## src/hw/boot_seq_pkg.sv

```systemverilog
/*
 Constants, state codes and timing counts of the boot startup sequencer.
 Assumes a 40 MHz system clock; included before the sequencer module.
*/
// Overview of operation
// - First step after any reset classifies the reset type before anything else.
// - Both boot-mode pins are captured at the external reset rising edge and held.
// - Exactly two modes exist: user/loader mode and debug-support mode.
// - The reset type (and bist_forced_in for self-test) decides which initialization steps run or are skipped.
// - User entry needs a reset vector not all ones and a proper no-activity count.
// - Unprotected memory with erased reset vector sends the device to sleep.
// - Invalid stored no-activity count means waiting forever for a fast loader host.
// - Sequencer uses only its reserved RAM window; other RAM kept without self-test.
// - User entry points vector table at memory start, branches to vector at 11000004.
// - Startup logic sits at address zero, acting as the reset handler.
// - First watchdog is disabled or left running according to the boot mode.
// - RAM self-test is an optional startup step.
// - RAM is always cleared to zero during startup.
// - Mapping RAM is initialized from the stored mapping block data.
// - Analog trim values are copied from the configuration sector into hardware.
// - System clock is switched over to the PLL output.
// - A dedicated no-activity timer is started.
// - After initialization, start loader communication or branch into user code.
// - Count is eight bits, timeout is count times 5 ms, at most 140 ms.
// - Count 00 closes the loader window and enters user mode at once.
// - Count FF disables timeout, switches off watchdog, waits forever for loader.
// - PLL not locked within 1 ms falls back to oscillator divided by four.
package boot_seq_pkg;
   localparam int unsigned CLK_HZ = 40000000;
   localparam int unsigned NAC_STEP_MS = 5;
   localparam int unsigned NAC_MAX_MS = 140;
   localparam int unsigned PLL_LOCK_MS = 1;
   localparam int unsigned NAC_STEP_CYC = CLK_HZ / 1000 * NAC_STEP_MS;
   localparam int unsigned PLL_LOCK_CYC = CLK_HZ / 1000 * PLL_LOCK_MS;
   localparam logic [7:0] NAC_MAX_COUNT = 8'(NAC_MAX_MS / NAC_STEP_MS);
   localparam logic [7:0] NAC_CLOSED = 8'h00;
   localparam logic [7:0] NAC_FOREVER = 8'hFF;
   localparam logic [31:0] ROM_BASE = 32'h00000000;
   localparam logic [31:0] NVM_BASE = 32'h11000000;
   localparam logic [31:0] RESET_VEC_ADDR = 32'h11000004;
   localparam logic [31:0] ERASED_WORD = 32'hFFFFFFFF;
   localparam logic [31:0] ROM_RAM_LO = 32'h18000000;
   localparam logic [31:0] ROM_RAM_HI = 32'h180003FF;
   // Reset type codes.
   localparam logic [1:0] RST_COLD = 2'h0;
   localparam logic [1:0] RST_WARM = 2'h1;
   localparam logic [1:0] RST_HOT = 2'h2;
   typedef enum logic [13:0] {
      ST_CLASSIFY = 14'h0001,
      ST_WDOG = 14'h0002,
      ST_BIST = 14'h0004,
      ST_CLEAR = 14'h0008,
      ST_MAP = 14'h0010,
      ST_TRIM = 14'h0020,
      ST_PLL = 14'h0040,
      ST_NAC_START = 14'h0080,
      ST_WINDOW = 14'h0100,
      ST_LOADER = 14'h0200,
      ST_VECTOR = 14'h0400,
      ST_USER = 14'h0800,
      ST_SLEEP = 14'h1000,
      ST_HALT = 14'h2000
   } seq_state_e;
endpackage

```

## src/hw/boot_startup_sequencer.sv

```systemverilog
/*
 Boot startup sequencer: reset classification, boot-mode capture, ordered init
 steps and final loader or user entry. Assumes the self-test, clear, map and trim
 steps are each done by an outside engine with a start level held through the step and a done level, and that NVM words are
 presented as stable inputs once the sequencer asks for them.
*/
`timescale 1ns/1ps
`default_nettype none
module boot_startup_sequencer #(
   parameter int unsigned NAC_STEP_CYC = boot_seq_pkg::NAC_STEP_CYC,
   parameter int unsigned PLL_LOCK_CYC = boot_seq_pkg::PLL_LOCK_CYC
) (
   input wire logic clk_sys_in,
   input wire logic rst_in,
   input wire logic ext_reset_pin_in,
   input wire logic boot_select_pin_a_in,
   input wire logic boot_select_pin_b_in,
   input wire logic [1:0] reset_type_in,
   input wire logic bist_forced_in,
   input wire logic nvm_protected_in,
   input wire logic [7:0] no_activity_count_in,
   input wire logic nac_read_error_in,
   input wire logic [31:0] reset_vector_in,
   input wire logic step_done_in,
   input wire logic pll_locked_in,
   input wire logic loader_activity_in,
   input wire logic debugger_sync_in,
   output logic [13:0] state_out,
   output logic step_start_out,
   output logic first_watchdog_off_out,
   output logic clk_from_pll_out,
   output logic clk_fallback_out,
   output logic debug_mode_out,
   output logic loader_active_out,
   output logic user_entry_out,
   output logic sleep_out,
   output logic [31:0] vector_table_base_out,
   output logic [31:0] branch_addr_out,
   output logic [31:0] fetch_base_out,
   output logic [31:0] scratch_lo_out,
   output logic [31:0] scratch_hi_out
);
   boot_seq_pkg::seq_state_e state_reg, state_next;
   logic pin_prev_reg;
   logic [1:0] mode_pins_reg;
   logic [1:0] rst_type_reg;
   logic [31:0] timer_reg, timer_next;
   logic [7:0] nac_left_reg, nac_left_next;
   logic wdog_off_reg, wdog_off_next;
   logic pll_reg, pll_next;
   logic fallback_reg, fallback_next;
   logic [31:0] vector_table_base_reg, vector_table_base_next;
   logic [31:0] branch_reg, branch_next;

   wire pin_rise = ext_reset_pin_in & ~pin_prev_reg;
   // Pin a high with pin b high selects debug; pin b is a don't-care when pin a is low.
   wire debug_mode = mode_pins_reg[1] & mode_pins_reg[0];
   wire cold_rst = (rst_type_reg == boot_seq_pkg::RST_COLD);
   wire hot_rst = (rst_type_reg == boot_seq_pkg::RST_HOT);
   wire run_bist = cold_rst | bist_forced_in;
   wire run_trim = ~hot_rst;
   wire vec_erased = (reset_vector_in == boot_seq_pkg::ERASED_WORD);
   wire nac_bad = nac_read_error_in | ((no_activity_count_in > boot_seq_pkg::NAC_MAX_COUNT)
      & (no_activity_count_in != boot_seq_pkg::NAC_FOREVER));
   wire nac_forever = nac_bad | (no_activity_count_in == boot_seq_pkg::NAC_FOREVER);
   wire step_tick = (timer_reg == NAC_STEP_CYC - 1);
   wire pll_timeout = (timer_reg >= PLL_LOCK_CYC - 1);
   wire in_step = (state_reg == boot_seq_pkg::ST_BIST) | (state_reg == boot_seq_pkg::ST_CLEAR)
      | (state_reg == boot_seq_pkg::ST_MAP) | (state_reg == boot_seq_pkg::ST_TRIM);

   // Boot-mode pins are sampled on the pin's rising edge, not under reset, so the async
   // reset only loads constants.
   always_ff @(posedge clk_sys_in or posedge rst_in) begin
      if (rst_in) begin
         pin_prev_reg <= 1'b0;
         mode_pins_reg <= 2'h0;
      end else begin
         pin_prev_reg <= ext_reset_pin_in;
         if (pin_rise) begin
            mode_pins_reg <= {boot_select_pin_a_in, boot_select_pin_b_in};
         end
      end
   end

   // Sequencer state and its working registers.
   always_ff @(posedge clk_sys_in or posedge rst_in) begin
      if (rst_in) begin
         state_reg <= boot_seq_pkg::ST_CLASSIFY;
         rst_type_reg <= boot_seq_pkg::RST_COLD;
         timer_reg <= 32'h0;
         nac_left_reg <= 8'h0;
         wdog_off_reg <= 1'b0;
         pll_reg <= 1'b0;
         fallback_reg <= 1'b0;
         vector_table_base_reg <= boot_seq_pkg::ROM_BASE;
         branch_reg <= boot_seq_pkg::ROM_BASE;
      end else begin
         state_reg <= state_next;
         if (state_reg == boot_seq_pkg::ST_CLASSIFY) begin
            rst_type_reg <= reset_type_in;
         end
         timer_reg <= timer_next;
         nac_left_reg <= nac_left_next;
         wdog_off_reg <= wdog_off_next;
         pll_reg <= pll_next;
         fallback_reg <= fallback_next;
         vector_table_base_reg <= vector_table_base_next;
         branch_reg <= branch_next;
      end
   end

   // Step order is fixed; a skipped self-test falls through to the clear step, and a skipped trim also skips the PLL step.
   always_comb begin
      state_next = state_reg;
      timer_next = timer_reg;
      nac_left_next = nac_left_reg;
      wdog_off_next = wdog_off_reg;
      pll_next = pll_reg;
      fallback_next = fallback_reg;
      vector_table_base_next = vector_table_base_reg;
      branch_next = branch_reg;
      unique case (state_reg)
         boot_seq_pkg::ST_CLASSIFY: begin
            state_next = boot_seq_pkg::ST_WDOG;
         end
         boot_seq_pkg::ST_WDOG: begin
            wdog_off_next = debug_mode;
            state_next = run_bist ? boot_seq_pkg::ST_BIST : boot_seq_pkg::ST_CLEAR;
         end
         boot_seq_pkg::ST_BIST: begin
            if (step_done_in) state_next = boot_seq_pkg::ST_CLEAR;
         end
         boot_seq_pkg::ST_CLEAR: begin
            if (step_done_in) state_next = boot_seq_pkg::ST_MAP;
         end
         boot_seq_pkg::ST_MAP: begin
            if (step_done_in) begin
               state_next = run_trim ? boot_seq_pkg::ST_TRIM : boot_seq_pkg::ST_NAC_START;
            end
         end
         boot_seq_pkg::ST_TRIM: begin
            if (step_done_in) begin
               timer_next = 32'h0;
               state_next = boot_seq_pkg::ST_PLL;
            end
         end
         boot_seq_pkg::ST_PLL: begin
            timer_next = timer_reg + 32'h1;
            if (pll_locked_in) begin
               pll_next = 1'b1;
               state_next = boot_seq_pkg::ST_NAC_START;
            end else if (pll_timeout) begin
               fallback_next = 1'b1;
               state_next = boot_seq_pkg::ST_NAC_START;
            end
         end
         boot_seq_pkg::ST_NAC_START: begin
            timer_next = 32'h0;
            nac_left_next = no_activity_count_in;
            if (debug_mode) begin
               state_next = debugger_sync_in ? boot_seq_pkg::ST_VECTOR : state_reg;
            end else if (nac_forever) begin
               wdog_off_next = 1'b1;
               state_next = boot_seq_pkg::ST_LOADER;
            end else if (no_activity_count_in == boot_seq_pkg::NAC_CLOSED) begin
               state_next = boot_seq_pkg::ST_VECTOR;
            end else begin
               state_next = boot_seq_pkg::ST_WINDOW;
            end
         end
         boot_seq_pkg::ST_WINDOW: begin
            timer_next = step_tick ? 32'h0 : timer_reg + 32'h1;
            if (step_tick) nac_left_next = nac_left_reg - 8'h1;
            if (loader_activity_in) begin
               state_next = boot_seq_pkg::ST_LOADER;
            end else if (step_tick && nac_left_reg == 8'h1) begin
               state_next = boot_seq_pkg::ST_VECTOR;
            end
         end
         boot_seq_pkg::ST_LOADER: begin
            state_next = state_reg; // Loader protocol runs outside this block.
         end
         boot_seq_pkg::ST_VECTOR: begin
            if (!vec_erased) begin
               vector_table_base_next = boot_seq_pkg::NVM_BASE;
               branch_next = reset_vector_in;
               state_next = boot_seq_pkg::ST_USER;
            end else if (!nvm_protected_in) begin
               state_next = boot_seq_pkg::ST_SLEEP;
            end else begin
               state_next = boot_seq_pkg::ST_HALT;
            end
         end
         boot_seq_pkg::ST_USER, boot_seq_pkg::ST_SLEEP, boot_seq_pkg::ST_HALT: begin
            state_next = state_reg;
         end
         default: begin
            state_next = boot_seq_pkg::ST_CLASSIFY;
         end
      endcase
   end

   // Outputs. The vector fetch address is a constant, driven in every state.
   assign state_out = state_reg;
   assign step_start_out = in_step;
   assign first_watchdog_off_out = wdog_off_reg;
   assign clk_from_pll_out = pll_reg;
   assign clk_fallback_out = fallback_reg;
   assign debug_mode_out = debug_mode;
   assign loader_active_out = (state_reg == boot_seq_pkg::ST_LOADER) | (state_reg == boot_seq_pkg::ST_WINDOW);
   assign user_entry_out = (state_reg == boot_seq_pkg::ST_USER);
   assign sleep_out = (state_reg == boot_seq_pkg::ST_SLEEP);
   assign vector_table_base_out = vector_table_base_reg;
   assign branch_addr_out = branch_reg;
   assign fetch_base_out = boot_seq_pkg::RESET_VEC_ADDR;
   // The sequencer's own variables stay inside this window only.
   assign scratch_lo_out = boot_seq_pkg::ROM_RAM_LO;
   assign scratch_hi_out = boot_seq_pkg::ROM_RAM_HI;
endmodule
`default_nettype wire

```

## config.mk

```make
export PLATFORM = sky130hd
export DESIGN_NAME = boot_startup_sequencer
export DESIGN_NICKNAME = d
export VERILOG_FILES = /design/src/hw/boot_seq_pkg.sv /design/src/hw/boot_startup_sequencer.sv
export SDC_FILE = /design/constraint.sdc
export NUM_CORES = 1
export LEC_CHECK = 0
export ABC_AREA = 1
export ABC_CLOCK_PERIOD_IN_PS = 2400
export BUFFER_PORTS_ARGS = -buffer_cell sky130_fd_sc_hd__buf_2
export CAP_MARGIN = 5
export CORE_MARGIN = 2
export CORE_UTILIZATION = 30
export CTS_BUF_LIST = sky130_fd_sc_hd__clkbuf_4 sky130_fd_sc_hd__clkbuf_8 sky130_fd_sc_hd__clkbuf_16
export DETAILED_ROUTE_END_ITERATION = 10
export PLACE_DENSITY = 0.58
export REMOVE_ABC_BUFFERS = 1
export SLEW_MARGIN = 30
export SYNTH_ARGS = -nofsm -noshare
export SYNTH_HDL_FRONTEND = slang
export SYNTH_SLANG_ARGS = --single-unit
```

## constraint.sdc

```tcl
create_clock -name clk_sys_in -period 2.4 [get_ports clk_sys_in]
set_input_delay 0.12 -clock clk_sys_in [delete_from_list [all_inputs] [get_ports clk_sys_in]]
set_output_delay 0.12 -clock clk_sys_in [all_outputs]
set_load 0.03 [all_outputs]
```

### Word level (Yosys, flattened, before mapping)

Cells that the tools add are included.
Widths: inputs -> output; s select.

* logic and storage cells: 98
* register bits: 95
* output and inout port bits: 182

* equal/unequal tests: 30
* add/sub/neg operators: 2
* reductions and logical operators: 14
* magnitude comparators: 2
* muxes and demuxes: 25
* bitwise operators: 14

Operators by type and width (number)
* $mux 14: 12
* $pmux 14 s11: 1
* $pmux 32 s4: 1
* $mux 32: 2
* $add 32x1->32 const B: 1
* $eq 32x18->1 const B: 1
* $eq 32x32->1 const B: 1
* $ge 32x16->1 const B: 1
* $mux 11: 2
* $mux 8: 2
* $pmux 8 s2: 1
* $eq 14x1->1 const B: 1
* $eq 14x10->1 const B: 1
* $eq 14x11->1 const B: 1
* $eq 14x12->1 const B: 1
* $eq 14x13->1 const B: 1
* $eq 14x14->1 const B: 1
* $eq 14x2->1 const B: 1
* $eq 14x3->1 const B: 1
* $eq 14x4->1 const B: 1
* $eq 14x5->1 const B: 1
* $eq 14x6->1 const B: 1
* $eq 14x7->1 const B: 1
* $eq 14x8->1 const B: 1
* 24 further kinds: 49

### Depth between registers and ports, before layout

Gate-level depths: netlist of run 1.

* depth after elaboration: 7
* gate-level depth with buffers: 12
* mapped depth without buffers: 12

### Least setup slack after synthesis of run 1

Ideal clock, no wire load.

* kind: register to register
* start: register state_reg[13] (netlist: state_out[13])
* end: register timer_reg[0]
* path slack: 691 ps
* data required time: 2269 ps
* setup time: 131 ps
* arrival: 1578 ps
* stages on the path, launching flop included: 11
* cell sequence: dfrtp_1 -> nor2_2 -> inv_1 -> nor2_4 -> buf_6 -> nand2_1 -> nand2_1 -> nor2_4 -> nor2_8 -> buf_6 -> o211ai_1

* cells in the longest elaborated chain, start to end: 3
* elaborated cells on any way between the ends: 8
* those cells by class: 5 x eq/ne; 1 x mux; 2 x reduce/logical

Ends and longest elaborated chain
* from (decl): RTL line boot_startup_sequencer.sv:43 `boot_seq_pkg::seq_state_e state_reg, state_next;`
* from (signal assigned): RTL line boot_startup_sequencer.sv:88 `state_reg <= boot_seq_pkg::ST_CLASSIFY;`
* from (signal assigned): RTL line boot_startup_sequencer.sv:98 `state_reg <= state_next;`
* $eq 14x6->1 (tied with other cells): RTL line boot_startup_sequencer.sv:122 `unique case (state_reg)`
* $reduce_bool 4->1 (no source line) / $ne 2x2->1 (equally long branches)
* $reduce_and 2->1 (no source line)
* to (signal assigned): RTL line boot_startup_sequencer.sv:102 `timer_reg <= timer_next;`
* to (decl): RTL line boot_startup_sequencer.sv:47 `logic [31:0] timer_reg, timer_next;`

Parallel ways exist; a longest one is shown, timed or not.
A chain may end at the register's enable or synchronous reset.

### Worst setup path after layout of run 1

* start: register state_reg[9] (netlist: state_out[9])
* end: output port step_start_out

* cells in the longest elaborated chain, start to end: 4
* elaborated cells on any way between the ends: 7
* those cells by class: 4 x eq/ne; 3 x bitwise

Ends and longest elaborated chain
* $eq 14x3->1 / $eq 14x4->1 (equally long branches): RTL line boot_startup_sequencer.sv:68 `wire in_step = (state_reg == boot_seq_pkg::ST_BIST) | (state_reg == boot_seq_pkg::ST_CLEAR)`
* $or 1x1->1: RTL line boot_startup_sequencer.sv:68
* $or 1x1->1: RTL line boot_startup_sequencer.sv:69 `| (state_reg == boot_seq_pkg::ST_MAP) | (state_reg == boot_seq_pkg::ST_TRIM);`
* $or 1x1->1 (*): RTL line boot_startup_sequencer.sv:69
* to (decl): RTL line boot_startup_sequencer.sv:29 `output logic step_start_out,`

Every way passes the cells marked *; elsewhere a longest branch is shown, timed or not.

==> results of run 1 <==
[per-layer routing]
layer,vias to the layer above,wire length [um]
met5,-,0
met4,0,298
met3,21,1280
met2,208,8080
met1,2591,7290
li1,2825,-
[worst paths after layout]
check | endpoint | slack [ns] | depth (start not counted) | startpoint
setup / recovery | step_start_out | 0.34 | 8 | state_out[9]
hold / removal | rst_type_reg[1] | 0.002 | 3 | reset_type_in[1]
setup reg to reg | nac_left_reg[6] | 0.42 | 8 | state_out[4]
hold reg to reg | clk_fallback_out | 0.46 | 1 | clk_fallback_out
max in group asynchronous | state_out[0] | 1.29 | 4 | rst_in
min in group asynchronous | branch_addr_out[9] | 0.35 | 3 | rst_in
[worst max-delay path, cell delays in order, from the launching register on]
cell     delay [ns]
dfrtp_1        0.41
nor2_2         0.15
nand2_2        0.10
nor2_4         0.28
nand2_1        0.16
nand3_1        0.14
inv_1          0.07
nand2_1        0.08
buf_2          0.20
[logic make-up (layout without fill, tap and decap cells)]
kind of cell               after synthesis  in the layout  synth area share, %
and+or+nand+nor                        457            457                 30.8
buffers and inverters                  230            221                 21.2
DFF                                     95             95                 35.9
AOI/OAI and AO/OA                       84             84                 8.01
xor gates and xnor gates                23             23                 3.04
adders and majority gates                3              3                0.567
other                                    2            126                0.113
muxes                                    2              2                0.340
[area by class of cell]
type | instances | area [um2] | area share (%)
Multi-Input combinational cell | 695 | 3310 | 44.8
Clock buffer | 10 | 239 | 3.24
Inverter | 81 | 308 | 4.18
Clock inverter | 5 | 58.8 | 0.798
Tap cell | 280 | 350 | 4.75
Timing Repair Buffer | 125 | 731 | 9.91
Sequential cell | 95 | 2380 | 32.3
[power groups by stage]
stage | combinational [W] | clock (W) | sequential (W)
after floorplan | 0.00178 | 0 | 0.00209
after global placement | 0.00236 | 0 | 0.00209
after detailed placement | 0.00235 | 0 | 0.00209
after CTS | 0.00237 | 0.00150 | 0.00206
after global routing | 0.00271 | 0.00157 | 0.00210
final | 0.00237 | 0.00147 | 0.00207
[repair_timing]
item	in CTS	in global routing
endpoints found under the setup margin	0	0
endpoints found under the hold margin	39	0
hold buffers	6	0
[cells in the final DEF, fill, tap and decap left out, types with 7 or more instances in the layout]
cell type,instances
nand2_1,228
nor2_4,7
clkbuf_16,9
nand4_1,15
nand3_1,71
dfrtp_1,94
inv_1,72
conb_1,126
xor2_1,18
o21ai_1,17
nor3_1,17
o21ai_0,26
nor2_1,86
o211ai_1,17
nor2_2,9
buf_2,109
nand2_2,10
[synth_stat cells (2+ instances only)]
cell	number
clkbuf_1	4
o211ai_2	2
nand4_1	15
inv_2	6
o21ai_1	17
nor3_1	17
a21o_1	2
nand3b_1	4
o221ai_1	2
buf_6	5
mux2_2	2
buf_2	7
nor2_4	7
o211ai_1	17
xnor2_1	5
o21ai_0	26
nand2_1	228
a21oi_1	5
nor2_2	9
a31oi_1	2
inv_1	73
ha_1	3
nand2_4	2
nand2_2	10
o21bai_1	4
nor4_1	2
conb_1	2
nand3_1	71
buf_4	132
dfrtp_1	94
xor2_1	18
a22oi_1	2
nor2_1	86
[metrics by stage]
stage	hold WS, ns	power [W]	TNS (ns)	cell area [um2]	setup slack (ns)
floorplan	0.151	0.00387	-18.36	5990	-0.195
global placement	0.177	0.00445	0	7010	0.477
detailed placement	0.185	0.00444	0	7010	0.399
CTS	0.00312	0.00593	0	7370	0.309
global route	0.00996	0.00638	0	7370	0.160
finish	0.00196	0.00592	0	7370	0.338
==> impl_metrics.env, run 1 <==
export IMPL_finalCriticalPeriod_ns=2.06
export IMPL_start_util_pct=30.5
export IMPL_finalNonFillerCells=1291
export IMPL_final_max_slew_violation_count=0
export IMPL_nets=1064
export IMPL_nFillCells=2394
export IMPL_synth_top_area_cell="dfrtp_1"
export IMPL_status="finished, final reports clean"
export IMPL_hold_path_class="input pin to flip-flop"
export IMPL_endpoint_kind="output port"
export IMPL_finalSetupViolCount=0
export IMPL_drtIter0Drc=276
export IMPL_clkSlewWorstSetupHoldPaths_ns=0.07
export IMPL_die_area_um2=23300
export IMPL_numPortBuffers=109
export IMPL_clkPwrFrac_pct=24.9
export IMPL_grt_antenna_before_repair=0
export IMPL_cts_tree="done"
export IMPL_p_seq_share_pct=35.0
export IMPL_drive_gt1_share_pct=17.9
export IMPL_cts_sinks=95
export IMPL_cts_buffers=9
export IMPL_cts_root_buffer_cell="clkbuf_16"
export IMPL_post_cts_resized=0
export IMPL_fp_row_count=54
export IMPL_num_vias=5645
export IMPL_grt_ovfl_total=0
export IMPL_htreeDepth=3
export IMPL_yosysTopAreaCellShare_pct=35.5
export IMPL_track_usage_pct=14.6
export IMPL_crit_fanout=11
export IMPL_start_kind="flip-flop"
export IMPL_switching_share_pct=43.5
export IMPL_peakVddDrop_mv=0.322
export IMPL_ys_seq_elements=95
export IMPL_clk_latency_ns=0.35
export IMPL_rsz0062_at_grt="no"
export IMPL_synth_cell_types=48
export IMPL_grt_pass1_vias=5399
export IMPL_arrival_ns=1.94
export IMPL_synthCells=896
export IMPL_post_dp_hpwl_um=13300
export IMPL_pwr_share_comb_pct=40.1
export IMPL_postSynthAreaPerCell_um2=7.40
export IMPL_period_share_pct=85.9
export IMPL_drv_cap=0
export IMPL_finalHoldViolCount=0
export IMPL_via_per_inst=4.37
export IMPL_p_int_w=0.00334
export IMPL_synth_edf_count=0
export IMPL_cts_buffer_depth=2
export IMPL_critical_path_class="flip-flop to output port"
export IMPL_dr_pass1_iters=5
export IMPL_grt_max_degree=62
export IMPL_yosys_top_cells_area="dfrtp_1 35%, buf_4 15%, nand2_1 13%"
export IMPL_grt_first_pass_wirelength_um=27800
export IMPL_power_density_nw_per_um2=802
export IMPL_power_switching_w=0.00257
export IMPL_grt_busiest_layer="met2"
export IMPL_clock_skew_ns=0.00686
export IMPL_synth_main_ff_cell="dfrtp_1"
export IMPL_die_w_um=153
export IMPL_cts_setup_buffers=0
export IMPL_synthToLayoutAreaGrowth_pct=11.2
export IMPL_ys_seq_area_share_pct=35.9
export IMPL_remaining_drc_errors=0
export IMPL_ys_warn_count=0
export IMPL_syn_cell_area_um2=6630
export IMPL_p_leak_nw=4.12
export IMPL_diodes=0
export IMPL_async_flop_share_pct=100
export IMPL_place_congestion=0.945
export IMPL_gr_usage_met1_pct=18.2
export IMPL_drt_wl_total_um=17000
export IMPL_globalRouteMet2Util_pct=24.3
export IMPL_met3_usage_pct=4.27
export IMPL_drtAntennaViolNets=0
export IMPL_io_pins=236
export IMPL_dpl_cell_count=1270
export IMPL_cp_required_ns=2.28
export IMPL_fmax_ghz=0.485
export IMPL_avgRoutedWirePerCell_um=13.1
export IMPL_core_um2=21800
export IMPL_final_core_utilization_pct=33.9
export IMPL_die_h_um=153
Note: power is estimated with default switching activity, not from simulation.
==> inputs of run 2 (changes only) <==
--- a/config.mk
+++ b/config.mk
@@ -6,14 +6,14 @@
 export NUM_CORES = 1
 export LEC_CHECK = 0
 export ABC_AREA = 1
-export ABC_CLOCK_PERIOD_IN_PS = 2400
+export ABC_CLOCK_PERIOD_IN_PS = 2000
 export BUFFER_PORTS_ARGS = -buffer_cell sky130_fd_sc_hd__buf_2
 export CAP_MARGIN = 5
 export CORE_MARGIN = 2
 export CORE_UTILIZATION = 30
 export CTS_BUF_LIST = sky130_fd_sc_hd__clkbuf_4 sky130_fd_sc_hd__clkbuf_8 sky130_fd_sc_hd__clkbuf_16
 export DETAILED_ROUTE_END_ITERATION = 10
-export PLACE_DENSITY = 0.58
+export PLACE_DENSITY = 0.56
 export REMOVE_ABC_BUFFERS = 1
 export SLEW_MARGIN = 30
 export SYNTH_ARGS = -nofsm -noshare
==> constraint.sdc (replaced) <==
create_clock -name clk_sys_in -period 2 [get_ports clk_sys_in]
set_input_delay 0.1 -clock clk_sys_in [delete_from_list [all_inputs] [get_ports clk_sys_in]]
set_output_delay 0.1 -clock clk_sys_in [all_outputs]
set_load 0.03 [all_outputs]
==> run 2 against run 1 <==
  * First-iteration DRC count is 26% higher
  * Non-clock buffer count is 42 higher
  * Highest routed layer unchanged
  * Global-route usage is 0.25 points higher
  * Final area is 5.5% higher
  * Sequential share of layout area is 1.7 points lower
  * Setup slack worse by 0.23 ns
  * Final cell count is 3.3% higher
  * Routed wire length is 3.2% higher
  * Critical endpoint is now loader_active_out
  * Combinational power is 28% higher
==> impl_metrics.env, run 2 (same netlist as run 1, synthesis figures left out) <==
export IMPL_via_per_inst=4.41
export IMPL_fp_row_count=54
export IMPL_crit_end="loader_active_out"
export IMPL_io_pins=236
export IMPL_gr_usage_met1_pct=18.7
export IMPL_finalPower_w=0.00731
export IMPL_place_congestion=0.885
export IMPL_met3_usage_pct=3.87
export IMPL_clk_latency_ns=0.35
export IMPL_hold_path_class="input pin to flip-flop"
export IMPL_r2r_start="state_out[0]"
export IMPL_design_area_um2=7780
export IMPL_globalRouteMet2Util_pct=24.3
export IMPL_rsz0062_at_grt="no"
export IMPL_cp_required_ns=1.90
export IMPL_r2r_cells=11
export IMPL_final_max_slew_violation_count=0
export IMPL_num_vias=5877
export IMPL_diodes=0
export IMPL_die_w_um=153
export IMPL_core_um2=21800
export IMPL_grt_ovfl_total=0
export IMPL_grt_max_degree=48
export IMPL_grt_busiest_layer="met2"
export IMPL_grt_first_pass_wirelength_um=28300
export IMPL_reg2reg_setup_slack_ns=0.15
export IMPL_cts_root_buffer_cell="clkbuf_16"
export IMPL_cts_buffers=9
export IMPL_finalCriticalPeriod_ns=1.90
export IMPL_clock_skew_ns=0.0134
export IMPL_placed_area_um2=7110
export IMPL_arrival_ns=1.80
export IMPL_cts_sinks=95
export IMPL_timing_rr_end="state_out[5]"
export IMPL_power_density_nw_per_um2=940
export IMPL_dr_pass1_iters=4
export IMPL_nets=1106
export IMPL_peakVddDrop_mv=0.409
export IMPL_grt_pass1_vias=5498
export IMPL_p_leak_nw=4.33
export IMPL_grt_antenna_before_repair=1
export IMPL_final_common_cell="nand2_1"
export IMPL_clkSlewWorstSetupHoldPaths_ns=0.07
export IMPL_remaining_drc_errors=0
export IMPL_drtIter0Drc=348
export IMPL_finalHoldViolCount=0
export IMPL_crit_start="state_out[7]"
export IMPL_htreeDepth=3
export IMPL_die_h_um=153
export IMPL_start_kind="flip-flop"
export IMPL_cts_tree="done"
export IMPL_slew_headroom_pct=58.9
export IMPL_period_share_pct=94.8
export IMPL_status="finished, final reports clean"
export IMPL_whs_ns=0.00586
export IMPL_die_area_um2=23300
export IMPL_synthToLayoutAreaGrowth_pct=17.4
export IMPL_nFillCells=2344
export IMPL_numPortBuffers=109
export IMPL_track_usage_pct=14.8
export IMPL_critical_path_class="flip-flop to output port"
export IMPL_cts_buffer_depth=2
export IMPL_post_dp_hpwl_um=13500
export IMPL_fmax_ghz=0.527
export IMPL_drv_cap=0
export IMPL_mostFrequentLayoutCells="228 x nand2_1, 126 x conb_1, 107 x buf_2"
export IMPL_finalSetupViolCount=0
export IMPL_drive_gt1_share_pct=20.1
export IMPL_start_util_pct=30.5
export IMPL_drt_wl_total_um=17500
export IMPL_endpoint_kind="output port"
export IMPL_drtAntennaViolNets=0
export IMPL_worstMarginPinSlew_ns=0.612
export IMPL_crit_fanout=12
export IMPL_avgRoutedWirePerCell_um=13.1
-- run 2: worst min path at each step --
stage | endpoint | cells past startpoint | from
after CTS | branch_addr_out[8] | 3 | reset_vector_in[8]
final | branch_addr_out[21] | 3 | reset_vector_in[21]
after global placement | nac_left_reg[6] | 2 | rst_in
after global routing | branch_addr_out[21] | 3 | reset_vector_in[21]
after floorplan | pin_prev_reg | 0 | ext_reset_pin_in
after detailed placement | nac_left_reg[6] | 2 | rst_in
-- run 2: per-layer routing --
metal	part of all wire (%)	routed length, um
met5	0	0
met4	2.2	392
met3	7.8	1360
met2	47	8220
met1	43	7520
-- run 2: final cells by class --
type	count	area, um2	share of cell area [%]
clock buffer	11	240	3.09
clock inverter	5	63.8	0.820
sequential	95	2380	30.6
inverter	81	310	3.99
timing repair buffer	167	1100	14.2
tap	280	350	4.50
multi-input combinational	695	3330	42.9
-- run 2: timing repair --
action	4_1_cts	5_1_grt
hold buffers	23	0
buffers inserted	2	9
endpoints found under the hold margin	54	0
endpoints found under the setup margin	2	32
pin swaps	2	5
gates resized for setup	0	13
-- run 2: critical path, stage by stage, from the launching register on --
cell,delay (ns)
dfrtp_1,0.41
nor2_2,0.21
nand2_4,0.11
nor2_4,0.15
nand2_4,0.10
buf_4,0.20
nand2_1,0.08
clkbuf_4,0.19
-- run 2: through the flow --
step                setup WS [ns]  util, %  setup TNS, ns  instances
finish                      0.103     35.7              0       1334
CTS                        0.0307     35.2              0       1325
detailed placement          0.106     32.7              0       1284
global placement            0.110     32.7              0       1284
global route             0.000413     35.7              0       1334
floorplan                  -0.575        -         -63.45        871
-- run 2: power by group --
| group | total (W) | switching (W) | internal [W] |
|---|---|---|---|
| clock network | 0.00181 | 0.000804 | 0.00101 |
| logic | 0.00304 | 0.00209 | 0.000945 |
| registers | 0.00246 | 0.000277 | 0.00218 |
| total | 0.00731 | 0.00317 | 0.00413 |
==> inputs of run 3 (changes only) <==
--- a/config.mk
+++ b/config.mk
@@ -6,7 +6,7 @@
 export NUM_CORES = 1
 export LEC_CHECK = 0
 export ABC_AREA = 1
-export ABC_CLOCK_PERIOD_IN_PS = 2000
+export ABC_CLOCK_PERIOD_IN_PS = 1750
 export BUFFER_PORTS_ARGS = -buffer_cell sky130_fd_sc_hd__buf_2
 export CAP_MARGIN = 5
 export CORE_MARGIN = 2
==> constraint.sdc (replaced) <==
create_clock -name clk_sys_in -period 1.75 [get_ports clk_sys_in]
set_input_delay 0.0875 -clock clk_sys_in [delete_from_list [all_inputs] [get_ports clk_sys_in]]
set_output_delay 0.0875 -clock clk_sys_in [all_outputs]
set_load 0.03 [all_outputs]
==> run 3 against run 2 <==
  * Total power increased by 16%
  * Worst hold slack gained 0.0088 ns
  * Largest power group unchanged
  * Final cell count up 3.7%
  * Critical path type is now flip-flop to flip-flop
  * The flow now finishes with violations (negative setup slack)
  * Critical path depth rose by 3
  * Core utilization increased by 2.8 points
  * Global-route usage increased by 0.64 points
==> impl_metrics.env, run 3 (same netlist as run 1, synthesis figures left out) <==
export IMPL_multi_input_area_um2=3430
export IMPL_drtIter0Drc=380
export IMPL_fmax_ghz=0.565
export IMPL_dpl_cell_count=1314
export IMPL_start_util_pct=30.5
export IMPL_numPortBuffers=109
export IMPL_mostFrequentLayoutCells="219 x nand2_1, 126 x conb_1, 105 x buf_2"
export IMPL_period_share_pct=101
export IMPL_finalHoldViolCount=0
export IMPL_finalNonFillerCells=1384
export IMPL_status="finished, violations left"
export IMPL_clk_latency_ns=0.35
export IMPL_avgRoutedWirePerCell_um=13.3
export IMPL_peakVddDrop_mv=0.410
export IMPL_start_kind="flip-flop"
export IMPL_grt_first_pass_wirelength_um=29600
export IMPL_final_common_cell="nand2_1"
export IMPL_synthToLayoutAreaGrowth_pct=26.6
export IMPL_worstMarginPinSlew_ns=0.553
export IMPL_crit_fanout=14
export IMPL_arrival_ns=2.00
export IMPL_final_max_slew_violation_count=0
export IMPL_critical_path_class="flip-flop to flip-flop"
export IMPL_via_per_inst=4.47
export IMPL_nFillCells=2270
export IMPL_diodes=0
export IMPL_cts_buffer_depth=2
export IMPL_cts_buffers=9
export IMPL_clkSlewWorstSetupHoldPaths_ns=0.07
export IMPL_drv_cap=0
export IMPL_post_place_ws_ns=0.00669
export IMPL_final_core_utilization_pct=38.6
export IMPL_die_area_um2=23300
export IMPL_path_common_cell="nor2_4"
export IMPL_failed_checks="negative setup slack"
export IMPL_hold_path_class="input pin to flip-flop"
export IMPL_cp_required_ns=1.97
export IMPL_grt_antenna_before_repair=0
export IMPL_cts_sinks=95
export IMPL_die_h_um=153
export IMPL_htreeDepth=3
export IMPL_track_usage_pct=15.5
export IMPL_remaining_drc_errors=0
export IMPL_post_dp_hpwl_um=13500
export IMPL_die_w_um=153
export IMPL_drt_wl_total_um=18400
export IMPL_num_vias=6181
export IMPL_regArea_um2=2380
export IMPL_place_congestion=0.939
export IMPL_grt_pass1_vias=5878
export IMPL_cts_tree="done"
export IMPL_max_stage_delay_ns=0.41
export IMPL_endpoint_kind="flip-flop"
export IMPL_grt_ovfl_total=0
export IMPL_cpMaxStageDelayCell="dfrtp_1"
export IMPL_fp_row_count=54
export IMPL_setup_ws_ns=-0.0204
export IMPL_grt_max_degree=96
export IMPL_clock_skew_ns=0.0112
export IMPL_slew_headroom_pct=63.1
export IMPL_finalSetupViolCount=5
export IMPL_core_um2=21800
export IMPL_power_density_nw_per_um2=1010
export IMPL_whs_ns=0.0147
export IMPL_io_pins=236
export IMPL_drtAntennaViolNets=0
export IMPL_nets=1156
export IMPL_rsz0062_at_grt="yes"
export IMPL_finalCriticalPeriod_ns=1.77
export IMPL_p_leak_nw=4.60
export IMPL_dr_pass1_iters=5
export IMPL_path_cells="nor2_4 -> nand2_4 -> nor2_4 -> nand2_4 -> buf_4 -> nand2_2 -> nor2_4 -> nor2_8 -> buf_12 -> o221ai_1"
export IMPL_cts_root_buffer_cell="clkbuf_16"
export IMPL_drive_gt1_share_pct=25.0
[run 3: layer usage]
metal,global-route usage [%],part of all wire [%]
met5,0,0
met4,5.64,1.6
met3,4.27,7.9
met2,25.4,48
met1,19.5,42
[run 3: repair_timing]
item / CTS / global route
pin swaps: 8 / 14
hold buffers: 35 / 0
buffers inserted: 13 / 5
resized for setup: 15 / 52
gates cloned: 0 / 1
setup endpoints to repair: 5 / 73
endpoints found under the hold margin: 128 / 0
[run 3: final timing paths]
check	slack [ns]	start	cells after the start	end
worst max-delay path	-0.02	state_out[1]	10	timer_reg[10]
max in group asynchronous	0.89	rst_in	4	timer_reg[17]
worst min-delay path	0.01	reset_vector_in[18]	3	branch_addr_out[18]
worst min register to register	0.47	branch_addr_out[1]	2	branch_addr_out[1]
worst max register to register	-0.02	state_out[1]	10	timer_reg[10]
min in group asynchronous	0.39	rst_in	4	branch_addr_out[0]
[run 3: worst max-delay path: cells and delay by family (launching register included)]
kind            cells  cell delay (ns)
buf+inv             2             0.30
compound gates      1             0.10
flops               1             0.41
simple gates        7             0.82
[run 3: power breakdown]
| part | leakage [nW] | total, W | switching, W | internal (W) |
|---|---|---|---|---|
| clock network | 0.137 | 0.00191 | 0.000917 | 0.000989 |
| logic | 3.35 | 0.00377 | 0.00254 | 0.00123 |
| registers | 1.11 | 0.00280 | 0.000309 | 0.00249 |
| total | 4.60 | 0.00848 | 0.00377 | 0.00471 |
[run 3: cell type report]
class                           instances  area share, %
Tap cell                              280           4.18
Inverter                               81           3.77
Multi-Input combinational cell        695           40.9
Sequential cell                        95           28.4
Clock inverter                          6          0.522
Timing Repair Buffer                  217           19.4
Clock buffer                           10           2.77
[run 3: through the flow]
stage                     cell area [um2]  setup TNS, ns  total power (W)
after global placement               7390              0          0.00633
after floorplan                      5990         -97.15          0.00530
after global routing                 8390          -5.49          0.00911
after detailed placement             7390              0          0.00633
after CTS                            8170        -0.0696          0.00839
final                                8390        -0.0428          0.00848
